===== config.mk =====
export PLATFORM = sky130hd
export DESIGN_NAME = lbic_ctrl
export DESIGN_NICKNAME = d
export VERILOG_FILES = /design/src/design/lbic_pkg.sv /design/src/design/lbic_ctrl.sv /design/src/design/lbic_sync.sv
export SDC_FILE = /design/constraint.sdc
export NUM_CORES = 1
export LEC_CHECK = 0
export BUFFER_PORTS_ARGS = -buffer_cell sky130_fd_sc_hd__buf_2
export CORE_MARGIN = 5
export CORE_UTILIZATION = 51
export CTS_CLUSTER_DIAMETER = 30
export DETAILED_ROUTE_END_ITERATION = 10
export PLACE_DENSITY = 0.69
export SLEW_MARGIN = 10
export SYNTH_ARGS = -nofsm -noshare
export SYNTH_HDL_FRONTEND = slang
export SYNTH_SLANG_ARGS = --single-unit

===== constraint.sdc =====
create_clock -name clk -period 13.3 [get_ports clk]
set_clock_uncertainty 0.05 [all_clocks]
set_input_delay 2.66 -clock clk [delete_from_list [all_inputs] [get_ports clk]]
set_output_delay 2.66 -clock clk [all_outputs]
set_load 0.02 [all_outputs]

===== src/design/lbic_pkg.sv =====
// Package: constants for the LED brightness serial control block
package lbic_pkg;
  localparam logic [6:0] LBIC_SLAVE_ADDR      = 7'h36;
  localparam logic [7:0] LBIC_OFS_GEN_CTRL    = 8'h10;
  localparam logic [7:0] LBIC_OFS_MAIN_BRIGHT = 8'ha0;
  localparam logic [7:0] LBIC_OFS_AUX_BRIGHT  = 8'hc0;
  localparam logic [7:0] LBIC_RST_GEN_CTRL    = 8'h20;
  localparam logic [7:0] LBIC_RST_MAIN_BRIGHT = 8'he0;
  localparam logic [7:0] LBIC_RST_AUX_BRIGHT  = 8'hfc;
  // General control field positions
  localparam int LBIC_BIT_MAIN_EN   = 0;
  localparam int LBIC_BIT_TEST_LOW  = 1;
  localparam int LBIC_BIT_AUX_EN    = 2;
  localparam int LBIC_BIT_SENSE5_EN = 3;
  localparam int LBIC_BIT_TEST_HIGH = 4;
  // Fixed bits of the general control register
  localparam logic [7:0] LBIC_GEN_FIXED_MASK = 8'he0;
  // Analog level selections
  localparam logic [1:0] LBIC_LVL_20  = 2'h0;
  localparam logic [1:0] LBIC_LVL_40  = 2'h1;
  localparam logic [1:0] LBIC_LVL_70  = 2'h2;
  localparam logic [1:0] LBIC_LVL_100 = 2'h3;
  // PWM timing and serial byte length
  localparam int LBIC_CLK_HZ      = 10_000_000;
  localparam int LBIC_PWM_HZ      = 20_000;
  localparam int LBIC_PWM_PERIOD  = LBIC_CLK_HZ / LBIC_PWM_HZ;
  localparam int LBIC_PWM_STEPS   = 16;
  localparam int LBIC_PWM_SLOT    = LBIC_PWM_PERIOD / LBIC_PWM_STEPS;
  localparam int LBIC_BIT_COUNT   = 8;
endpackage : lbic_pkg


===== src/design/lbic_ctrl.sv =====
// Serial slave, register file and LED drive logic of the LED brightness controller
`timescale 1ns/1ps
`default_nettype none
module lbic_ctrl
#(
  parameter int NUM_MAIN = 5
)
(
  input  wire logic                clk,
  input  wire logic                resetn,
  input  wire logic                scl_in,
  input  wire logic                sda_in,
  output logic                     sda_out,
  output logic                     sda_oe,
  input  wire logic [NUM_MAIN-1:0] main_low_headroom,
  output logic [NUM_MAIN-1:0]      main_sinks_on,
  output logic [1:0]               main_level,
  output logic                     aux_sink_on,
  output logic [1:0]               aux_level,
  output logic                     pump_gain_boost,
  output logic                     bus_busy
);
  import lbic_pkg::*;

  typedef enum logic [4:0]
  {
    LBIC_IDLE = 5'b00001,
    LBIC_RECV = 5'b00010,
    LBIC_ACK  = 5'b00100,
    LBIC_WAIT = 5'b01000,
    LBIC_SKIP = 5'b10000
  } lbic_state_t;

  logic              scl_s;
  logic              sda_s;
  logic              scl_prev_q;
  logic              sda_prev_q;
  logic              scl_rise;
  logic              scl_fall;
  logic              start_det;
  logic              stop_det;
  lbic_state_t       state_q;
  logic [3:0]        bit_cnt_q;
  logic [7:0]        shift_q;
  logic [1:0]        byte_idx_q;
  logic [7:0]        reg_ptr_q;
  logic [7:0]        gen_ctrl_q;
  logic [7:0]        main_bright_q;
  logic [7:0]        aux_bright_q;
  logic              wr_strobe;
  logic [7:0]        rx_byte;
  logic [8:0]        pwm_cnt_q;
  logic [13:0]       pwm_pos;
  logic [13:0]       pwm_lim;
  logic [1:0]        lvl_d;
  logic [4:0]        duty_num;
  logic              pwm_on;
  logic [4:0]        code;
  logic [NUM_MAIN-1:0] sense_mask;
  logic [NUM_MAIN-1:0] low_s;
  logic [NUM_MAIN-1:0] low_meta_q;

  // Bus pins pass two flops before any decode
  lbic_sync u_sync_scl
  (
    .clk    (clk),
    .resetn (resetn),
    .din    (scl_in),
    .dout   (scl_s)
  );

  lbic_sync u_sync_sda
  (
    .clk    (clk),
    .resetn (resetn),
    .din    (sda_in),
    .dout   (sda_s)
  );

  // Previous samples for edge detection
  always_ff @(posedge clk or negedge resetn)
  begin
    if (!resetn)
    begin
      scl_prev_q <= 1'b1;
      sda_prev_q <= 1'b1;
    end
    else
    begin
      scl_prev_q <= scl_s;
      sda_prev_q <= sda_s;
    end
  end

  // Edge and condition decode; host keeps data still while clock high
  assign scl_rise  = scl_s & ~scl_prev_q;
  assign scl_fall  = ~scl_s & scl_prev_q;
  assign start_det = scl_s & scl_prev_q & sda_prev_q & ~sda_s;
  assign stop_det  = scl_s & scl_prev_q & ~sda_prev_q & sda_s;
  assign rx_byte   = shift_q;

  // Busy flag follows start and stop
  always_ff @(posedge clk or negedge resetn)
  begin
    if (!resetn)
      bus_busy <= 1'b0;
    else if (start_det)
      bus_busy <= 1'b1;
    else if (stop_det)
      bus_busy <= 1'b0;
  end

  // Byte receiver and acknowledge sequencer
  always_ff @(posedge clk or negedge resetn)
  begin
    if (!resetn)
    begin
      state_q    <= LBIC_IDLE;
      bit_cnt_q  <= 4'h0;
      shift_q    <= 8'h00;
      byte_idx_q <= 2'h0;
    end
    else if (start_det)
    begin
      // Repeated start behaves exactly like a first one
      state_q    <= LBIC_RECV;
      bit_cnt_q  <= 4'h0;
      byte_idx_q <= 2'h0;
    end
    else if (stop_det)
      state_q <= LBIC_IDLE;
    else
    begin
      case (state_q)
        LBIC_IDLE:
          state_q <= LBIC_IDLE;
        LBIC_RECV:
        begin
          // Sample on rising clock, MSB first
          if (scl_rise)
          begin
            shift_q   <= {shift_q[6:0], sda_s};
            bit_cnt_q <= bit_cnt_q + 4'h1;
          end
          else if (scl_fall && bit_cnt_q == 4'(LBIC_BIT_COUNT))
          begin
            bit_cnt_q <= 4'h0;
            // Address mismatch or read: stay silent until next start
            if (byte_idx_q == 2'h0 && rx_byte != {LBIC_SLAVE_ADDR, 1'b0})
              state_q <= LBIC_SKIP;
            else
              state_q <= LBIC_ACK;
          end
        end
        LBIC_ACK:
        begin
          // Hold low through the ninth pulse, release on its falling edge
          if (scl_fall)
          begin
            state_q    <= (byte_idx_q == 2'h2) ? LBIC_WAIT : LBIC_RECV;
            byte_idx_q <= (byte_idx_q == 2'h2) ? byte_idx_q : byte_idx_q + 2'h1;
          end
        end
        LBIC_WAIT:
          state_q <= LBIC_WAIT; // Extra bytes are not acknowledged
        LBIC_SKIP:
          state_q <= LBIC_SKIP;
        default:
          state_q <= LBIC_IDLE;
      endcase
    end
  end

  // Acknowledge drive: open-drain, only ever pulls low
  assign sda_out = 1'b0;
  assign sda_oe  = (state_q == LBIC_ACK);

  // Register pointer is the second byte
  always_ff @(posedge clk or negedge resetn)
  begin
    if (!resetn)
      reg_ptr_q <= 8'h00;
    else if (state_q == LBIC_RECV && scl_fall && bit_cnt_q == 4'(LBIC_BIT_COUNT)
             && byte_idx_q == 2'h1)
      reg_ptr_q <= rx_byte;
  end

  // Third byte commits a write
  assign wr_strobe = (state_q == LBIC_RECV) && scl_fall
                     && (bit_cnt_q == 4'(LBIC_BIT_COUNT)) && (byte_idx_q == 2'h2);

  // Register file; reset pin restores defaults
  always_ff @(posedge clk or negedge resetn)
  begin
    if (!resetn)
    begin
      gen_ctrl_q    <= LBIC_RST_GEN_CTRL;
      main_bright_q <= LBIC_RST_MAIN_BRIGHT;
      aux_bright_q  <= LBIC_RST_AUX_BRIGHT;
    end
    else if (wr_strobe)
    begin
      case (reg_ptr_q)
        // Bits 7..5 are fixed; test bits stored as written
        LBIC_OFS_GEN_CTRL:
          gen_ctrl_q <= LBIC_RST_GEN_CTRL | (rx_byte & ~LBIC_GEN_FIXED_MASK);
        // Unused bits keep their fixed ones
        LBIC_OFS_MAIN_BRIGHT:
          main_bright_q <= {3'h7, rx_byte[4:0]};
        LBIC_OFS_AUX_BRIGHT:
          aux_bright_q <= {6'h3f, rx_byte[1:0]};
        default:
          gen_ctrl_q <= gen_ctrl_q;
      endcase
    end
  end

  // Frame counter fixes the 20 kHz period; the code only moves the on-time
  always_ff @(posedge clk or negedge resetn)
  begin
    if (!resetn)
      pwm_cnt_q <= 9'h000;
    else if (pwm_cnt_q == 9'(LBIC_PWM_PERIOD - 1))
      pwm_cnt_q <= 9'h000;
    else
      pwm_cnt_q <= pwm_cnt_q + 9'h001;
  end

  // Main code to analog level and duty numerator
  assign code = main_bright_q[4:0];
  always_comb
  begin
    lvl_d    = LBIC_LVL_20;
    duty_num = 5'h00;
    if (code <= 5'h0f)
    begin
      lvl_d    = LBIC_LVL_20;
      duty_num = code + 5'h01;
    end
    else if (code <= 5'h16)
    begin
      lvl_d    = LBIC_LVL_40;
      duty_num = code - 5'h06;
    end
    else if (code <= 5'h1c)
    begin
      lvl_d    = LBIC_LVL_70;
      duty_num = code - 5'h0c;
    end
    else
    begin
      lvl_d = LBIC_LVL_100;
      case (code)
        5'h1d:   duty_num = 5'h0d;
        5'h1e:   duty_num = 5'h0f;
        default: duty_num = 5'h10;
      endcase
    end
  end

  // Duty in sixteenths of the frame; the frame does not split evenly into sixteen
  // slots, so the position times sixteen is compared with duty times frame length
  assign pwm_pos = {1'b0, pwm_cnt_q, 4'h0};
  assign pwm_lim = 14'(duty_num) * 14'(LBIC_PWM_PERIOD);
  assign pwm_on  = (pwm_pos < pwm_lim);

  // Level and bank gate come from flops so the sinks never see decode glitches
  always_ff @(posedge clk or negedge resetn)
  begin
    if (!resetn)
    begin
      main_level    <= LBIC_LVL_20;
      main_sinks_on <= '0;
    end
    else
    begin
      main_level    <= lvl_d;
      // Stored codes stay dark until the bank is enabled
      main_sinks_on <= (gen_ctrl_q[LBIC_BIT_MAIN_EN] && pwm_on)
                       ? {NUM_MAIN{1'b1}} : {NUM_MAIN{1'b0}};
    end
  end
  assign aux_sink_on   = gen_ctrl_q[LBIC_BIT_AUX_EN];
  assign aux_level     = aux_bright_q[1:0];

  // Headroom comparators are asynchronous to this clock
  always_ff @(posedge clk or negedge resetn)
  begin
    if (!resetn)
    begin
      low_meta_q <= '0;
      low_s      <= '0;
    end
    else
    begin
      low_meta_q <= main_low_headroom;
      low_s      <= low_meta_q;
    end
  end

  // Fifth sink monitored only when its sense bit is set
  always_comb
  begin
    sense_mask = {NUM_MAIN{1'b1}};
    sense_mask[NUM_MAIN-1] = gen_ctrl_q[LBIC_BIT_SENSE5_EN];
  end

  // Boost once any active monitored main sink is short of headroom; aux never counted
  always_ff @(posedge clk or negedge resetn)
  begin
    if (!resetn)
      pump_gain_boost <= 1'b0;
    else if (!gen_ctrl_q[LBIC_BIT_MAIN_EN])
      pump_gain_boost <= 1'b0;
    else if (|(low_s & sense_mask))
      pump_gain_boost <= 1'b1;
  end
endmodule : lbic_ctrl
`default_nettype wire


===== src/design/lbic_sync.sv =====
// Two-flop synchroniser for pin inputs
`timescale 1ns/1ps
`default_nettype none
module lbic_sync
(
  input  wire logic clk,
  input  wire logic resetn,
  input  wire logic din,
  output logic      dout
);
  logic meta_q;

  // Resets high to match an idle pulled-up bus line
  always_ff @(posedge clk or negedge resetn)
  begin
    if (!resetn)
    begin
      meta_q <= 1'b1;
      dout   <= 1'b1;
    end
    else
    begin
      meta_q <= din;
      dout   <= meta_q;
    end
  end
endmodule : lbic_sync
`default_nettype wire


==> flow_summary.toml <==
[cts]
clockBufferDepth = 2
clock-sinks = 67
cts_resized = 0
hold_buffers = 0
clk_latency_ns = 0.34
cts_buffers = 9
clk_pin_slew_ns = 0.07
ctsRootBufferMaster = "clkbuf_8"
postCtsSetupBuffers = 0
tritoncts = "yes"
htreeDepth = 3

[yosys]
synth_fp_nets = 446
synth_common_cells = "dfrtp_1, ha_1, inv_1"
synthTopCellsByArea = "dfrtp_1, ha_1, mux2_2"
synth_top_flop_cell = "dfrtp_1"
netlist_area_um2 = 4110
synth_cell_types = 66
yosysMostFrequentCell = "dfrtp_1"
ys.warnings.count = 0
syn_inst = 384
synth-seq-area-share_pct = 41.0
synth.largest_area_cell = "dfrtp_1"
yosys.area.top_type_share_pct = 36.5
avgSynthCellArea_um2 = 10.7
synth_edf_count = 0
async_reset_ff_share_pct = 100
synth-seq-cells = 67

[hold_path]
hp-class = "flip-flop to flip-flop"
worstHoldStart = "low_meta_q[2]"
hold_end = "low_s[2]"
hold_depth = 0

[global_routing]
track_usage_pct = 15.7
grt_pass1_wl_um = 12600
grt_pass1_vias = 2715
grt_max_degree = 68
antenna_found_initial = 0
overflow = 0

[worst_setup_path]
cpMostUsedCell = "ha_1"
r2r_start = "main_bright_q[3]"
rr_endpoint = "main_sinks_on[3]"
cp_cell_sequence = "ha_1 > and2_1 > ha_1 > a21o_1 > nand2_1 > o21ai_0 > a221o_1 > fa_1 > fa_1 > fa_1 > inv_1 > ha_1 > inv_1 > o21bai_1 > a21oi_1 > xor2_1 > ha_1 > and4_1 > nand3_1 > nor2_1 > a2111oi_0 > o41ai_1 > a31oi_1"
slowest_delay_ns = 0.57
crit_fanout = 12
critPathRequiredTime_ns = 13.51
worstPathArrival_ns = 6.16
critPathSlowestCell = "fa_1"
worstSetupPathType = "flip-flop to flip-flop"
end_kind = "flip-flop"
critPathLaunchType = "flip-flop"
r2r_cells = 23
reg2reg_slack_ns = 7.35

[power]
total_leakage_power_nw = 2.22
combPwrFrac_pct = 2.2
peakVddDrop_v = 0.0000726
p_sw_share_pct = 20.1
clock_power_share_pct = 48.6
power.switching_mw = 0.0859
power_mw = 0.427
power_density_nw_per_um2 = 94.4
intPower_mw = 0.341
power.share.sequential_pct = 49.2

[floorplan]
start_util_pct = 52.7
core_region_area_um2 = 7810
rows = 32
num_io_pins = 23
die_area_um2 = 9960
die_w_um = 99.8
die_h_um = 99.8

[detailed_routing]
vias_per_cell = 5.33
drcViolationCount = 0
drt_wl_total_um = 7200
ant_nets = 0
drt_first_pass_iters = 4
wire_per_inst_um = 14.1
drt_iter0_drc = 173
dr_total_vias = 2730

[timing]
finalHoldViolations = 0
tightest_slew_ns = 0.897
fin_crit_ns = 5.95
drv_slew = 0
max_slew_margin_pct = 39.7
setup_violations = 0
rsz0062_at_grt = "false"
max_freq_mhz = 168
period_share_pct = 44.7
finalSetupTns_ns = 0

[final_layout]
nets = 467
drive_gt1_share_pct = 19.0
antenna_cells = 0
synthToLayoutAreaGrowth_pct = 9.92
final_area_um2 = 4520
post-route-util_pct = 57.9
final_cells = 512

[placement]
gp_congestion = 0.864
portBuffers = 21
place.detailed.hpwl_um = 5310
dp.cells = 496
placed_area_um2 = 4270

[outcome]
status = "finished, final reports clean"

[job]
maxCapViolations = 0
==> power by group through the flow <==
stage | logic [mW] | clock network (mW) | registers [mW]
2_1_floorplan | 0.00315 | 0 | 0.214
3_3_place_gp | 0.00974 | 0 | 0.214
3_5_place_dp | 0.00995 | 0 | 0.214
4_1_cts | 0.00998 | 0.212 | 0.210
5_1_grt | 0.0112 | 0.222 | 0.210
6_report | 0.00955 | 0.207 | 0.210
==> layout by cell type (no fill, tap or decap), types with 2 or more instances in the layout <==
master / n
mux2_2: 22
xor2_1: 5
xnor2_1: 7
dfstp_2: 7
inv_1: 36
nor3_1: 8
o21a_1: 2
clkbuf_8: 10
fa_1: 10
mux2i_1: 4
bufinv_16: 3
nand2b_1: 7
and4_1: 2
nor4_1: 5
o21ai_0: 25
a21o_1: 5
buf_2: 21
ha_1: 43
nand3_1: 5
nor2_1: 24
nand2_1: 27
and2_1: 3
clkinv_4: 2
o41ai_1: 2
dfrtp_1: 60
nor2b_1: 7
nor3b_1: 2
nand4_1: 3
a221o_1: 2
a21oi_1: 13
==> registers in the layout, summed over array words and instances, names as in the netlist, 2 cells and up <==
register       flops
pwm_cnt_q          9
reg_ptr_q          8
rx_byte            8
low_meta_q         5
low_s              5
main_bright_q      5
state_q            5
bit_cnt_q          4
gen_ctrl_q         3
aux_bright_q       2
byte_idx_q         2
main_level         2
==> critical path: cells and delay by family, from the launching register on <==
| family | cells | cell delay [ns] |
|---|---|---|
| AOI/OAI and AO/OA | 8 | 1.69 |
| xor gates and xnor gates | 1 | 0.18 |
| adders and majority gates | 7 | 2.66 |
| buffers and inverters | 2 | 0.13 |
| DFF | 1 | 0.50 |
| and+or+nand+nor | 5 | 0.65 |
==> metal layers <==
layer / vias up / GRT usage [%] / routed length [µm]
li1: 1376 / - / -
met1: 1304 / 21.4 / 3530
met2: 42 / 24.5 / 3350
met3: 8 / 4.45 / 227
met4: 0 / 4.83 / 86
met5: - / 0 / 0
==> layout make-up <==
cell class / count / area (µm²)
Clock buffer: 10 / 138
Clock inverter: 6 / 113
Fill cell: 665 / 3290
Inverter: 36 / 135
Multi-Input combinational cell: 269 / 2210
Sequential cell: 67 / 1690
Tap cell: 102 / 128
Timing Repair Buffer: 22 / 113
==> how the worst max path moves through the flow <==
stage / from / cells after the start / to / slack, ns
3_3_place_gp: main_bright_q[2] / 23 / main_sinks_on[3] / 7.52
4_1_cts: main_bright_q[2] / 23 / main_sinks_on[3] / 7.32
5_1_grt: main_bright_q[3] / 25 / main_sinks_on[3] / 6.92
6_report: main_bright_q[3] / 23 / main_sinks_on[3] / 7.35
2_1_floorplan: main_bright_q[2] / 24 / main_sinks_on[3] / 7.76
3_5_place_dp: main_bright_q[2] / 23 / main_sinks_on[3] / 7.35
==> cell families after synthesis <==
logic type	after synthesis	share of synthesized area (%)
AOI/OAI and AO/OA	68	11.3
xor gates and xnor gates	13	3.10
adders and majority gates	53	18.0
buffers and inverters	48	5.30
DFF	67	41.0
muxes	26	7.00
other	1	0.0912
and+or+nand+nor	108	14.3
==> through the flow <==
step	setup slack (ns)	hold WS [ns]
2_1_floorplan	7.76	0.281
4_1_cts	7.32	0.301
3_5_place_dp	7.35	0.285
5_1_grt	6.92	0.306
3_3_place_gp	7.52	0.283
6_report	7.35	0.299
Power figures use the tool's default switching activity.
